<file path="src/rtcai_params.svh">
// Constants of the alarm and periodic timer interrupt block
`ifndef RTCAI_PARAMS_SVH
`define RTCAI_PARAMS_SVH
`define RTCAI_ADDR_ALM_MIN  8'h08
`define RTCAI_ADDR_ALM_HOUR 8'h09
`define RTCAI_ADDR_ALM_DAY  8'h0A
`define RTCAI_ADDR_PRE_LO   8'h0B
`define RTCAI_ADDR_PRE_HI   8'h0C
`define RTCAI_ADDR_EXT      8'h0D
`define RTCAI_ADDR_FLAGS    8'h0E
`define RTCAI_ADDR_CTRL     8'h0F
`define RTCAI_BIT_EXCL      7
`define RTCAI_BIT_UNIMP     6
`define RTCAI_BIT_TE        4
`define RTCAI_BIT_WEEKDAY_OR_DATE_SELECT      3
`define RTCAI_BIT_TF        4
`define RTCAI_BIT_AF        3
`define RTCAI_BIT_TIE       4
`define RTCAI_BIT_AIE       3
`define RTCAI_BIT_TSTP      2
`define RTCAI_BIT_STOP      1
`define RTCAI_CTRL_MASK     8'h3E
`define RTCAI_TSEL_FAST     3'h0
`define RTCAI_TSEL_MAX      3'h4
`define RTCAI_CLK_NS        25
`define RTCAI_TRTN_FAST_NS  122000
`define RTCAI_TRTN_SLOW_NS  7813000
`define RTCAI_TRTN_FAST_CYC (`RTCAI_TRTN_FAST_NS / `RTCAI_CLK_NS)
`define RTCAI_TRTN_SLOW_CYC (`RTCAI_TRTN_SLOW_NS / `RTCAI_CLK_NS)
`endif

</file>
<file path="src/rtcai_pkg.sv">
// Types shared by the alarm and periodic timer interrupt block
package rtcai_pkg;
	typedef logic [7:0] rtcai_byte_t;
	typedef logic [15:0] rtcai_count_t;
	typedef logic [18:0] rtcai_pulse_t;
	// Countdown sequencer, one-hot
	typedef enum logic [2:0]
	{
		TMR_IDLE  = 3'b001,
		TMR_ARMED = 3'b010,
		TMR_RUN   = 3'b100
	} rtcai_tmr_e;
endpackage
</file>
<file path="src/rtcai_alarm_timer.sv">
// Alarm comparator, periodic countdown timer and interrupt request pin
`timescale 1ns/1ps
`include "rtcai_params.svh"

module rtcai_alarm_timer
#(
	parameter int TRTN_FAST_CYC = `RTCAI_TRTN_FAST_CYC,
	parameter int TRTN_SLOW_CYC = `RTCAI_TRTN_SLOW_CYC
)
(
	input  wire logic                 mclk,
	input  wire logic                 nrst,
	input  wire logic                 ce,
	input  wire logic [7:0]           regAddr,
	input  wire rtcai_pkg::rtcai_byte_t regWdata,
	input  wire logic                 regWr,
	input  wire logic                 regRd,
	output rtcai_pkg::rtcai_byte_t    regRdata,
	input  wire logic                 scl,
	input  wire logic [4:0]           srcTick,
	input  wire logic                 minuteTick,
	input  wire logic [6:0]           curMinute,
	input  wire logic [5:0]           curHour,
	input  wire logic [2:0]           curWeekday,
	input  wire logic [5:0]           curDate,
	output logic                      irqOut,
	output logic                      irqOeN
);

	////////////////////////////////////////////////////////////////////////
	// Declarations

	rtcai_pkg::rtcai_byte_t  almMinute;
	rtcai_pkg::rtcai_byte_t  almHour;
	rtcai_pkg::rtcai_byte_t  almDay;
	rtcai_pkg::rtcai_byte_t  extCtrl;
	rtcai_pkg::rtcai_byte_t  intCtrl;
	rtcai_pkg::rtcai_count_t preset;
	rtcai_pkg::rtcai_count_t count;
	rtcai_pkg::rtcai_pulse_t pulseCnt;
	rtcai_pkg::rtcai_tmr_e   tmrState;
	rtcai_pkg::rtcai_byte_t  next_rdata;
	logic                    alarmFlag;
	logic                    timerFlag;
	logic                    sclMeta;
	logic                    sclSync;
	logic                    sclPrev;
	logic                    sclRise;
	logic                    wrAlmMin;
	logic                    wrAlmHour;
	logic                    wrAlmDay;
	logic                    wrPreLo;
	logic                    wrPreHi;
	logic                    wrExt;
	logic                    wrFlags;
	logic                    wrCtrl;
	logic                    teNew;
	logic                    teOld;
	logic                    srcHit;
	logic                    timerEvent;
	logic                    alarmMatch;
	logic                    alarmEvent;
	logic                    minOk;
	logic                    hourOk;
	logic                    dayOk;
	logic                    stopBit;
	logic                    wdaySel;
	logic [2:0]              tsel;
	logic                    irqActive;

	////////////////////////////////////////////////////////////////////////
	// Serial clock crossing and edge finder

	// Two flops before anyone looks at the serial clock
	always_ff @(posedge mclk)
	begin
		if (!nrst)
		begin
			sclMeta <= 1'b0;
			sclSync <= 1'b0;
			sclPrev <= 1'b0;
		end
		else if (ce)
		begin
			sclMeta <= scl;
			sclSync <= sclMeta;
			sclPrev <= sclSync;
		end
	end

	// Rising edge of the synchronised serial clock
	assign sclRise = sclSync & ~sclPrev;

	////////////////////////////////////////////////////////////////////////
	// Write decode

	// Address decode for writes
	always_comb
	begin
		wrAlmMin  = 1'b0;
		wrAlmHour = 1'b0;
		wrAlmDay  = 1'b0;
		wrPreLo   = 1'b0;
		wrPreHi   = 1'b0;
		wrExt     = 1'b0;
		wrFlags   = 1'b0;
		wrCtrl    = 1'b0;
		if (regWr && regAddr == `RTCAI_ADDR_ALM_MIN)
			wrAlmMin = 1'b1;
		else if (regWr && regAddr == `RTCAI_ADDR_ALM_HOUR)
			wrAlmHour = 1'b1;
		else if (regWr && regAddr == `RTCAI_ADDR_ALM_DAY)
			wrAlmDay = 1'b1;
		else if (regWr && regAddr == `RTCAI_ADDR_PRE_LO)
			wrPreLo = 1'b1;
		else if (regWr && regAddr == `RTCAI_ADDR_PRE_HI)
			wrPreHi = 1'b1;
		else if (regWr && regAddr == `RTCAI_ADDR_EXT)
			wrExt = 1'b1;
		else if (regWr && regAddr == `RTCAI_ADDR_FLAGS)
			wrFlags = 1'b1;
		else if (regWr && regAddr == `RTCAI_ADDR_CTRL)
			wrCtrl = 1'b1;
	end

	// Control fields pulled out for readability
	assign stopBit = intCtrl[`RTCAI_BIT_STOP];
	assign wdaySel = extCtrl[`RTCAI_BIT_WEEKDAY_OR_DATE_SELECT];
	assign tsel    = extCtrl[2:0];
	assign teOld   = extCtrl[`RTCAI_BIT_TE];
	assign teNew   = regWdata[`RTCAI_BIT_TE];

	////////////////////////////////////////////////////////////////////////
	// Alarm registers

	// Stored whole; an excluded field is kept as storage and always matches
	always_ff @(posedge mclk)
	begin
		if (!nrst)
		begin
			almMinute <= 8'h00;
			almHour   <= 8'h00;
			almDay    <= 8'h00;
		end
		else if (ce)
		begin
			if (wrAlmMin)
				almMinute <= regWdata;
			if (wrAlmHour)
				almHour <= regWdata;
			if (wrAlmDay)
				almDay <= regWdata;
		end
	end

	////////////////////////////////////////////////////////////////////////
	// Timer preset and control registers

	// Preset halves; software stops the timer before writing
	always_ff @(posedge mclk)
	begin
		if (!nrst)
			preset <= 16'h0000;
		else if (ce)
		begin
			if (wrPreLo)
				preset[7:0] <= regWdata;
			if (wrPreHi)
				preset[15:8] <= regWdata;
		end
	end

	// Extension and interrupt control registers
	always_ff @(posedge mclk)
	begin
		if (!nrst)
		begin
			extCtrl <= 8'h00;
			intCtrl <= 8'h00;
		end
		else if (ce)
		begin
			if (wrExt)
				extCtrl <= regWdata;
			if (wrCtrl)
				intCtrl <= regWdata & `RTCAI_CTRL_MASK;
		end
	end

	////////////////////////////////////////////////////////////////////////
	// Countdown sequencer

	// Selected source tick; codes above the last give no ticks
	assign srcHit = (tsel <= `RTCAI_TSEL_MAX) && srcTick[tsel]
		&& !intCtrl[`RTCAI_BIT_TSTP]
		&& !(stopBit && tsel != `RTCAI_TSEL_FAST);

	assign timerEvent = (tmrState == rtcai_pkg::TMR_RUN) && srcHit
		&& count == 16'h0001;

	// Arm on the enable write, start on the following ack edge
	always_ff @(posedge mclk)
	begin
		if (!nrst)
		begin
			tmrState <= rtcai_pkg::TMR_IDLE;
			count    <= 16'h0000;
		end
		else if (ce)
		begin
			case (tmrState)
				rtcai_pkg::TMR_IDLE:
				begin
					if (wrExt && teNew && !teOld)
						tmrState <= rtcai_pkg::TMR_ARMED;
				end
				rtcai_pkg::TMR_ARMED:
				begin
					if (wrExt && !teNew)
						tmrState <= rtcai_pkg::TMR_IDLE;
					else if (sclRise)
					begin
						tmrState <= rtcai_pkg::TMR_RUN;
						count    <= preset;
					end
				end
				rtcai_pkg::TMR_RUN:
				begin
					if (wrExt && !teNew)
						tmrState <= rtcai_pkg::TMR_IDLE;
					else if (timerEvent)
						count <= preset;
					else if (srcHit && count != 16'h0000)
						count <= count - 16'h0001;
				end
				default:
					tmrState <= rtcai_pkg::TMR_IDLE;
			endcase
		end
	end

	////////////////////////////////////////////////////////////////////////
	// Alarm comparison

	// Minute and hour each match when excluded or equal to the counter
	assign minOk  = almMinute[`RTCAI_BIT_EXCL]
		|| almMinute[6:0] == curMinute;
	assign hourOk = almHour[`RTCAI_BIT_EXCL]
		|| almHour[5:0] == curHour;

	// Weekday bitmap or BCD date, by the select bit
	always_comb
	begin
		dayOk = 1'b0;
		if (almDay[`RTCAI_BIT_EXCL])
			dayOk = 1'b1;
		else if (!wdaySel)
			dayOk = curWeekday <= 3'h6 && almDay[curWeekday];
		else
			dayOk = almDay[5:0] == curDate;
	end

	// All excluded gives one hit per minute tick while the stop bit is clear
	assign alarmMatch = minOk && hourOk && dayOk;

	// Only a rollover into the value counts, never a write
	assign alarmEvent = minuteTick && alarmMatch
		&& !stopBit;

	////////////////////////////////////////////////////////////////////////
	// Event flags

	// Set wins over a clear in the same cycle; writing one does nothing
	always_ff @(posedge mclk)
	begin
		if (!nrst)
		begin
			alarmFlag <= 1'b0;
			timerFlag <= 1'b0;
		end
		else if (ce)
		begin
			if (alarmEvent)
				alarmFlag <= 1'b1;
			else if (wrFlags && !regWdata[`RTCAI_BIT_AF])
				alarmFlag <= 1'b0;
			if (timerEvent)
				timerFlag <= 1'b1;
			else if (wrFlags && !regWdata[`RTCAI_BIT_TF])
				timerFlag <= 1'b0;
		end
	end

	////////////////////////////////////////////////////////////////////////
	// Timer request pulse

	// Fixed length low pulse; clearing the flag does not shorten it
	always_ff @(posedge mclk)
	begin
		if (!nrst)
			pulseCnt <= 19'h00000;
		else if (ce)
		begin
			if (timerEvent && tsel == `RTCAI_TSEL_FAST)
				pulseCnt <= 19'(TRTN_FAST_CYC);
			else if (timerEvent)
				pulseCnt <= 19'(TRTN_SLOW_CYC);
			else if (pulseCnt != 19'h00000)
				pulseCnt <= pulseCnt - 19'h00001;
		end
	end

	////////////////////////////////////////////////////////////////////////
	// Open-drain request pin

	// Alarm low holds with the flag; gates only steer the pin
	assign irqActive = (alarmFlag && intCtrl[`RTCAI_BIT_AIE])
		|| (pulseCnt != 19'h00000 && intCtrl[`RTCAI_BIT_TIE]);

	// Registered pin drive, enable low pulls the line low
	always_ff @(posedge mclk)
	begin
		if (!nrst)
		begin
			irqOut <= 1'b0;
			irqOeN <= 1'b1;
		end
		else if (ce)
		begin
			irqOut <= 1'b0;
			irqOeN <= !irqActive;
		end
	end

	////////////////////////////////////////////////////////////////////////
	// Read path

	// Read mux; unmapped offsets answer zero
	always_comb
	begin
		next_rdata = 8'h00;
		if (regAddr == `RTCAI_ADDR_ALM_MIN)
			next_rdata = almMinute;
		else if (regAddr == `RTCAI_ADDR_ALM_HOUR)
			next_rdata = almHour & 8'hBF;
		else if (regAddr == `RTCAI_ADDR_ALM_DAY)
			next_rdata = wdaySel ? (almDay & 8'hBF) : almDay;
		else if (regAddr == `RTCAI_ADDR_PRE_LO)
			next_rdata = teOld ? count[7:0] : preset[7:0];
		else if (regAddr == `RTCAI_ADDR_PRE_HI)
			next_rdata = teOld ? count[15:8] : preset[15:8];
		else if (regAddr == `RTCAI_ADDR_EXT)
			next_rdata = extCtrl;
		else if (regAddr == `RTCAI_ADDR_FLAGS)
		begin
			next_rdata[`RTCAI_BIT_TF] = timerFlag;
			next_rdata[`RTCAI_BIT_AF] = alarmFlag;
		end
		else if (regAddr == `RTCAI_ADDR_CTRL)
			next_rdata = intCtrl;
	end

	// Data stands only in the cycle after the strobe
	always_ff @(posedge mclk)
	begin
		if (!nrst)
			regRdata <= 8'h00;
		else if (ce)
			regRdata <= regRd ? next_rdata : 8'h00;
	end

endmodule // rtcai_alarm_timer

</file>
<file path="config.mk">
export PLATFORM = sky130hd
export DESIGN_NAME = rtcai_alarm_timer
export DESIGN_NICKNAME = d
export VERILOG_FILES = /design/src/rtcai_pkg.sv /design/src/rtcai_alarm_timer.sv
export VERILOG_INCLUDE_DIRS = /design/src /design/src/src
export SDC_FILE = /design/constraint.sdc
export NUM_CORES = 1
export LEC_CHECK = 0
export ABC_AREA = 1
export BUFFER_PORTS_ARGS = -buffer_cell sky130_fd_sc_hd__buf_2
export CAP_MARGIN = 10
export CORE_ASPECT_RATIO = 0.7
export CORE_MARGIN = 2
export CORE_UTILIZATION = 50
export CTS_CLUSTER_SIZE = 40
export DETAILED_ROUTE_END_ITERATION = 12
export PLACE_DENSITY = 0.72
export REMOVE_ABC_BUFFERS = 1
export SLEW_MARGIN = 20
export SYNTH_ARGS = -nofsm -noshare
export SYNTH_HDL_FRONTEND = slang
export SYNTH_SLANG_ARGS = --single-unit
</file>
<file path="constraint.sdc">
create_clock -name mclk -period 5.8 [get_ports mclk]
set_clock_uncertainty 0.05 [all_clocks]
set_input_delay 0.29 -clock mclk [delete_from_list [all_inputs] [get_ports mclk]]
set_output_delay 0.29 -clock mclk [all_outputs]
set_load 0.02 [all_outputs]
</file>
# Word-level counts from Yosys, hierarchy flattened
# Index checks and enable logic that the tools add are counted.
totals:
  register_bits: 105
  in_bits: 50
  elab_cells: 179
classes:
  n_eq_ne: 22
  n_reduce_logical: 58
  magnitude_cmp: 4
  n_bitwise: 2
  n_addsub: 2
  mux: 74
op_table:
  columns: ["operator", "count"]
  rows:
  - ["two-way mux 16 bit", 5]
  - ["two-way mux 8 bit", 9]
  - ["equality test 8 x 4 -> 1 bit, second input constant", 8]
  - ["two-way mux 19 bit", 3]
  - ["two-way mux 1 bit", 44]
  - ["one-hot mux 16 bit (2 select lines)", 1]
  - ["logical AND 1 bit", 28]
  - ["AND reduction 2 bit", 10]
  - ["nonzero test 19 bit", 1]
  - ["subtractor 19 x 1 -> 19 bit, second input constant", 1]
  - ["two-way mux 3 bit", 6]
  - ["equality test 16 x 1 -> 1 bit, second input constant", 1]
  - ["nonzero test 16 bit", 1]
  - ["subtractor 16 x 1 -> 16 bit, second input constant", 1]
  - ["equality test 6 bit", 2]
  - ["one-hot mux 3 bit (3 select lines)", 1]
  - ["less-than comparator 3 x 4 -> 1 bit, second input constant", 2]
  - ["!= test 2 bit, second input constant", 4]
  - ["equality test 7 bit", 1]
  - ["logical NOT 1 bit", 7]
  - ["two-way mux 7 bit", 1]
  - ["binary-select mux 1 bit (select 3 bit)", 2]
  - ["<= comparator 3 bit, second input constant", 2]
  - ["two-way mux 6 bit", 1]
  - ["other kinds (15)", 20]

# Longest topological paths before layout
depth:
  depth_word: 12
  mapped_depth: 15
  depth_no_buf: 13

# Worst setup path after synthesis
# Ideal clock, no wire load.
synth_path:
  kind: "register to register"
  from: "register pulseCnt[0]"
  to: "register pulseCnt[7]"
  synth_period_minus_slack_ns: 1.804
  required_ns: 5.634
  t_arrival_ns: 1.638
  setup_time_ns: 0.116
  path_buffers: 1
  setup_slack_ns: 3.996
  path_stages_with_launch: 13
  cell_sequence: "dfxtp_1 inv_1 ha_1 nand2_2 nor2_4 nand3_2 nor2_2 nand3_2 nand2_2 nand2_4 buf_6 o21ai_0 nor2_1"
synth_via:
  elab_chain_len: 4
synth_lines:
  columns: ["element", "line", "rtl"]
  rows:
  - ["start: declaration", "rtcai_alarm_timer.sv:40", "rtcai_pkg::rtcai_pulse_t pulseCnt;"]
  - ["start signal: assignment", "rtcai_alarm_timer.sv:305", "pulseCnt <= 19'(TRTN_FAST_CYC);"]
  - ["start signal: assignment", "rtcai_alarm_timer.sv:307", "pulseCnt <= 19'(TRTN_SLOW_CYC);"]
  - ["start signal: assignment", "rtcai_alarm_timer.sv:309", "pulseCnt <= pulseCnt - 19'h00001;"]
  - ["subtractor 19 x 1 -> 19 bit", "rtcai_alarm_timer.sv:309", null]
  - ["two-way mux 19 bit", "rtcai_alarm_timer.sv:308", "else if (pulseCnt != 19'h00000)"]
  - ["two-way mux 19 bit", "rtcai_alarm_timer.sv:306", "else if (timerEvent)"]
  - ["two-way mux 19 bit", "rtcai_alarm_timer.sv:304", "if (timerEvent && tsel == `RTCAI_TSEL_FAST)"]
# Several ways; a longest one is shown, not always the timed one. The select of a mux whose other input is x is not followed.
# A chain may end at the register's enable or synchronous reset.

# Worst setup path in the final report
layout_path:
  from: "register tmrState[1]"
  to: "register count[5]"
layout_via:
  elab_chain_len: 6
layout_lines:
  columns: ["element", "line", "rtl"]
  rows:
  - ["start: declaration", "rtcai_alarm_timer.sv:41", "rtcai_pkg::rtcai_tmr_e tmrState;"]
  - ["start signal: assignment", "rtcai_alarm_timer.sv:206", "tmrState <= rtcai_pkg::TMR_IDLE;"]
  - ["start signal: assignment", "rtcai_alarm_timer.sv:215", "tmrState <= rtcai_pkg::TMR_ARMED;"]
  - ["start signal: assignment", "rtcai_alarm_timer.sv:220", "tmrState <= rtcai_pkg::TMR_IDLE;"]
  - ["equality test 3 bit", "rtcai_alarm_timer.sv:198, rtcai_alarm_timer.sv:211", null]
  - ["logical AND 1 bit", "rtcai_alarm_timer.sv:198", "assign timerEvent = (tmrState == rtcai_pkg::TMR_RUN) && srcHit"]
  - ["logical AND 1 bit", "rtcai_alarm_timer.sv:199", "&& count == 16'h0001;"]
  - ["two-way mux 16 bit", "rtcai_alarm_timer.sv:231", "else if (timerEvent)"]
  - ["two-way mux 16 bit", "rtcai_alarm_timer.sv:229", "if (wrExt && !teNew)"]
  - ["one-hot mux 16 bit (2 select lines)", "rtcai_alarm_timer.sv:211", "case (tmrState)"]
  - ["end signal: assignment", "rtcai_alarm_timer.sv:224", "count <= preset;"]
  - ["end signal: assignment", "rtcai_alarm_timer.sv:232", "count <= preset;"]
  - ["end signal: assignment", "rtcai_alarm_timer.sv:234", "count <= count - 16'h0001;"]
  - ["end: declaration", "rtcai_alarm_timer.sv:39", "rtcai_pkg::rtcai_count_t count;"]
# Several ways; a longest one is shown, not always the timed one. The select of a mux whose other input is x is not followed.

==> results by stage <==
Timing:
- Counting I/O delays and the setup requirement, the final critical path takes 2690 ps.
- Adding up every negative setup slack in the final design gives 0 ps.
- Setup repair after global routing left no endpoint under its margin.
- Setup slack on the critical path of the routed design comes to 3110 ps.
- The number of slew-limit violations in the final report is 0.
- The count of endpoints failing hold in the final timing report came to 0.
- Static timing analysis puts the maximum clock frequency at 372 MHz.
- The headroom to the max-slew limit is 0.417.
- The slew of the pin with the lowest slew margin is 868 ps.
- The final period utilization is 0.464.
- Setup violations remaining at the end of the flow were counted as 0.

Global route:
- For this run the aggregate overflow at the end of global routing stands at 0.
- Entering global routing, the biggest net connects 64 pins.
- The global-route wire length before repair is 27,800 µm.
- The initial antenna violation count is 0.
- The via count of the first global-routing pass was 5,340.
- For this run, the total global-route usage over all layers was measured as 0.266.

Setup path:
- STA puts the critical path data arrival time at 2920 ps.
- The endpoint required time on the critical path is 6040 ps.
- The largest fanout on the critical path is 23.
- The reg-to-reg critical path startpoint is tmrState[1].
- The startpoint-to-endpoint class of the critical path is flip-flop to flip-flop.
- STA classifies the critical path startpoint as a flip-flop.
- The flop-to-flop setup slack is 3110 ps.
- The cell count of the worst reg-to-reg path is 11.
- In this run the critical register-to-register path is captured at count[5].
- The worst setup path is captured at a flip-flop.

Power:
- The share of power burned in the clock network is 0.300.
- The portion of total power attributed to sequential cells is 0.391.
- After layout, the design draws a total of 2120 µW.
- The proportion of total power due to net switching is 0.354.
- In this run the power spent charging and discharging nets is 750 µW.
- IR analysis of the VDD net gives a maximum drop of 0.166 mV.
- For this design the static power due to leakage is 0.00299 µW.
- Of the total power, combinational logic draws 0.309.
- The internal power of the cells totals 1370 µW.
- The power per standard cell area is 309 mW/mm².

Worst hold path:
- The cell count of the worst hold path is 3.
- The path class of the tightest hold or removal check is input port to flip-flop.
- The sink of the worst hold path is sclMeta.
- The launch instance of the worst min-delay path is scl.

Synthesis:
- By count the netlist is led by 209 x nand2_1, 104 x dfxtp_1, 103 x nor2_1.
- The top flip-flop cell by instance count after synthesis is dfxtp_1.
- The post-synthesis async set-or-reset flop share is 0.
- After synthesis, the cell types taking the most area are dfxtp_1 33%, nand2_1 13%, a21oi_1 7.2%.
- For this run, the number of Yosys warnings is 0.
- The top cell type's share of synthesized area is 0.332.
- Synthesis inferred 104 register bits.
- Among all cell types in the netlist, the one instantiated most often is nand2_1.
- In this run the cell area of the synthesized design comes to 0.00626 mm².
- The count of unique library cells instantiated by Yosys is 44.
- The library cell occupying the most area in the post-synthesis netlist is dfxtp_1.
- Each instance of the synthesized netlist takes up on average 6.70 µm².
- The sequential fraction of the synthesis area is 0.332.
- Synthesis produced a netlist whose cell count is 935.
- The number of synthesized flops with an enable pin is 0.

Place:
- The port buffer count is 58.
- Detailed placement finished with a half-perimeter wire length of 12,400 µm.
- The congestion estimate from routability-driven global placement came to 0.909.
- Before CTS, the worst setup slack after placement is 3180 ps.

Flow run:
- Max-cap violations in this run came to 0.

Floorplan:
- The number of top-level pins is 60.
- The placement row count is 34.
- The area of the die is 0.0135 mm².
- The initial utilization of the core area, before any placement, comes to 0.508.
- In this run the vertical extent of the chip is 97.6 µm.
- The floorplan die width is 138 µm.
- In this run the standard cell core region covers 0.0123 mm².

CTS:
- The H-tree was split into 3 levels.
- The clock transition at the register clock pins on the worst setup and hold paths after CTS is 70 ps.
- The post-cts sizing count is 0.
- Clock tree synthesis inserted a total of 9 buffers.
- The clock latency on the worst-skew pair is 350 ps.
- The number of buffers inserted by hold repair at cts is 0.
- In this run the deepest clock path goes through 2 buffers.
- After clock tree synthesis, the setup repair step added 0 buffers.
- The tree built by TritonCTS fans out to 104 sinks.
- CTS placed an instance of clkbuf_16 at the clock tree root.
- The CTS tree is yes.

Drt:
- For this block, the initial DRC count from the detailed router was 611.
- The count of TritonRoute iterations in the first routing pass is 5.
- The average via count per standard cell is 5.33.
- The total via count in the routed design is 6,057.
- Once detail routing completed, the nets flagged for antenna violations numbered 0.
- The post-route DRC violation count is 0.
- The final layout contains routed wiring with a total length of 17,100 µm.
- Dividing the detail-routed wire length by the instance count gives 15.1 µm.

Finish:
- 0 antenna diodes ended up in the layout.
- The fraction of layout instances using a drive strength above 1 is 0.155.
- From synthesis to final layout, the design area changed by 9.43%.
- The number of nets in the layout is 1,023.
- The utilization after layout is 0.555.

Run status:
- The run finished with clean final reports.
-- critical path: stages, from the launching register on --
cell	delay (ps)
dfxtp_1	330
inv_1	70
nand3_1	220
nor2_1	160
nand2_1	110
nor2_4	120
nand3_2	400
nand2_1	760
nand2_1	100
nand2_1	90
o21ai_0	70
nor2_1	140
-- metrics by stage --
stage	cells	instance area (µm²)	hold slack, ps
global placement	1120	6550	398
detailed placement	1120	6550	398
finish	1136	6850	125
CTS	1136	6850	124
floorplan	898	6040	343
global route	1136	6850	193
-- power by group through the flow --
| stage | sequential [µW] | clock (µW) | combinational [µW] |
|---|---|---|---|
| after floorplan | 830 | 0 | 517 |
| after global placement | 842 | 0 | 640 |
| after detailed placement | 842 | 0 | 646 |
| after CTS | 827 | 642 | 651 |
| after global routing | 838 | 671 | 746 |
| final | 828 | 634 | 654 |
-- per-layer routing --
metal,share of wire,up-vias,GRT usage
li1,-,3105,-
met1,0.49,2701,0.411
met2,0.40,234,0.355
met3,0.094,17,0.0861
met4,0.015,0,0.0557
met5,0,-,0
-- cells by family after synthesis --
family	after synthesis	synth area share
compound gates	213	0.187
buf+inv	133	0.0937
fa+ha+maj	4	0.00799
xor+xnor	34	0.0476
simple gates	446	0.330
other cells	1	0.000599
flops	104	0.332
-- worst max path at each step --
stage,from,end
final,tmrState[1],count[5]
after global routing,count[1],count[13]
after CTS,count[1],count[7]
after detailed placement,count[1],count[7]
after global placement,tmrState[1],count[13]
after floorplan,count[1],count[13]
-- cells in the final DEF (no fill, tap or decap), drive strengths merged --
cell type,synthesis,layout
a31oi,3,3
o21bai,3,3
nor4,2,2
bufinv,0,1
a21boi,1,1
buf,18,60
nand4,9,9
o22ai,4,4
or2,6,6
nand2,226,226
conb,1,1
xnor2,17,17
o21ai,87,87
dfxtp,104,104
nor3,6,6
a211oi,8,8
nand3,72,72
inv,93,95
xor2,17,17
nor2,123,123
o21a,1,1
clkbuf,19,10
and2,2,2
clkinv,3,6
a22oi,1,1
o31ai,3,3
ha,4,4
a21oi,102,102
-- area by class of cell --
class,count,area [µm²]
timing repair buffer,60,305
sequential,104,2080
inverter,96,364
multi-input combinational,698,3590
fill,1255,5480
tap,162,203
clock inverter,6,66.3
clock buffer,10,239
-- sequential cells by signal, indices dropped and copies added, names as in the netlist, 3 cells and up --
register   count
preset        16
almMinute      8
extCtrl        8
regRdata       8
count         16
pulseCnt      19
almDay         8
tmrState       3
intCtrl        5
almHour        7
Power figures use the tool's default switching activity.
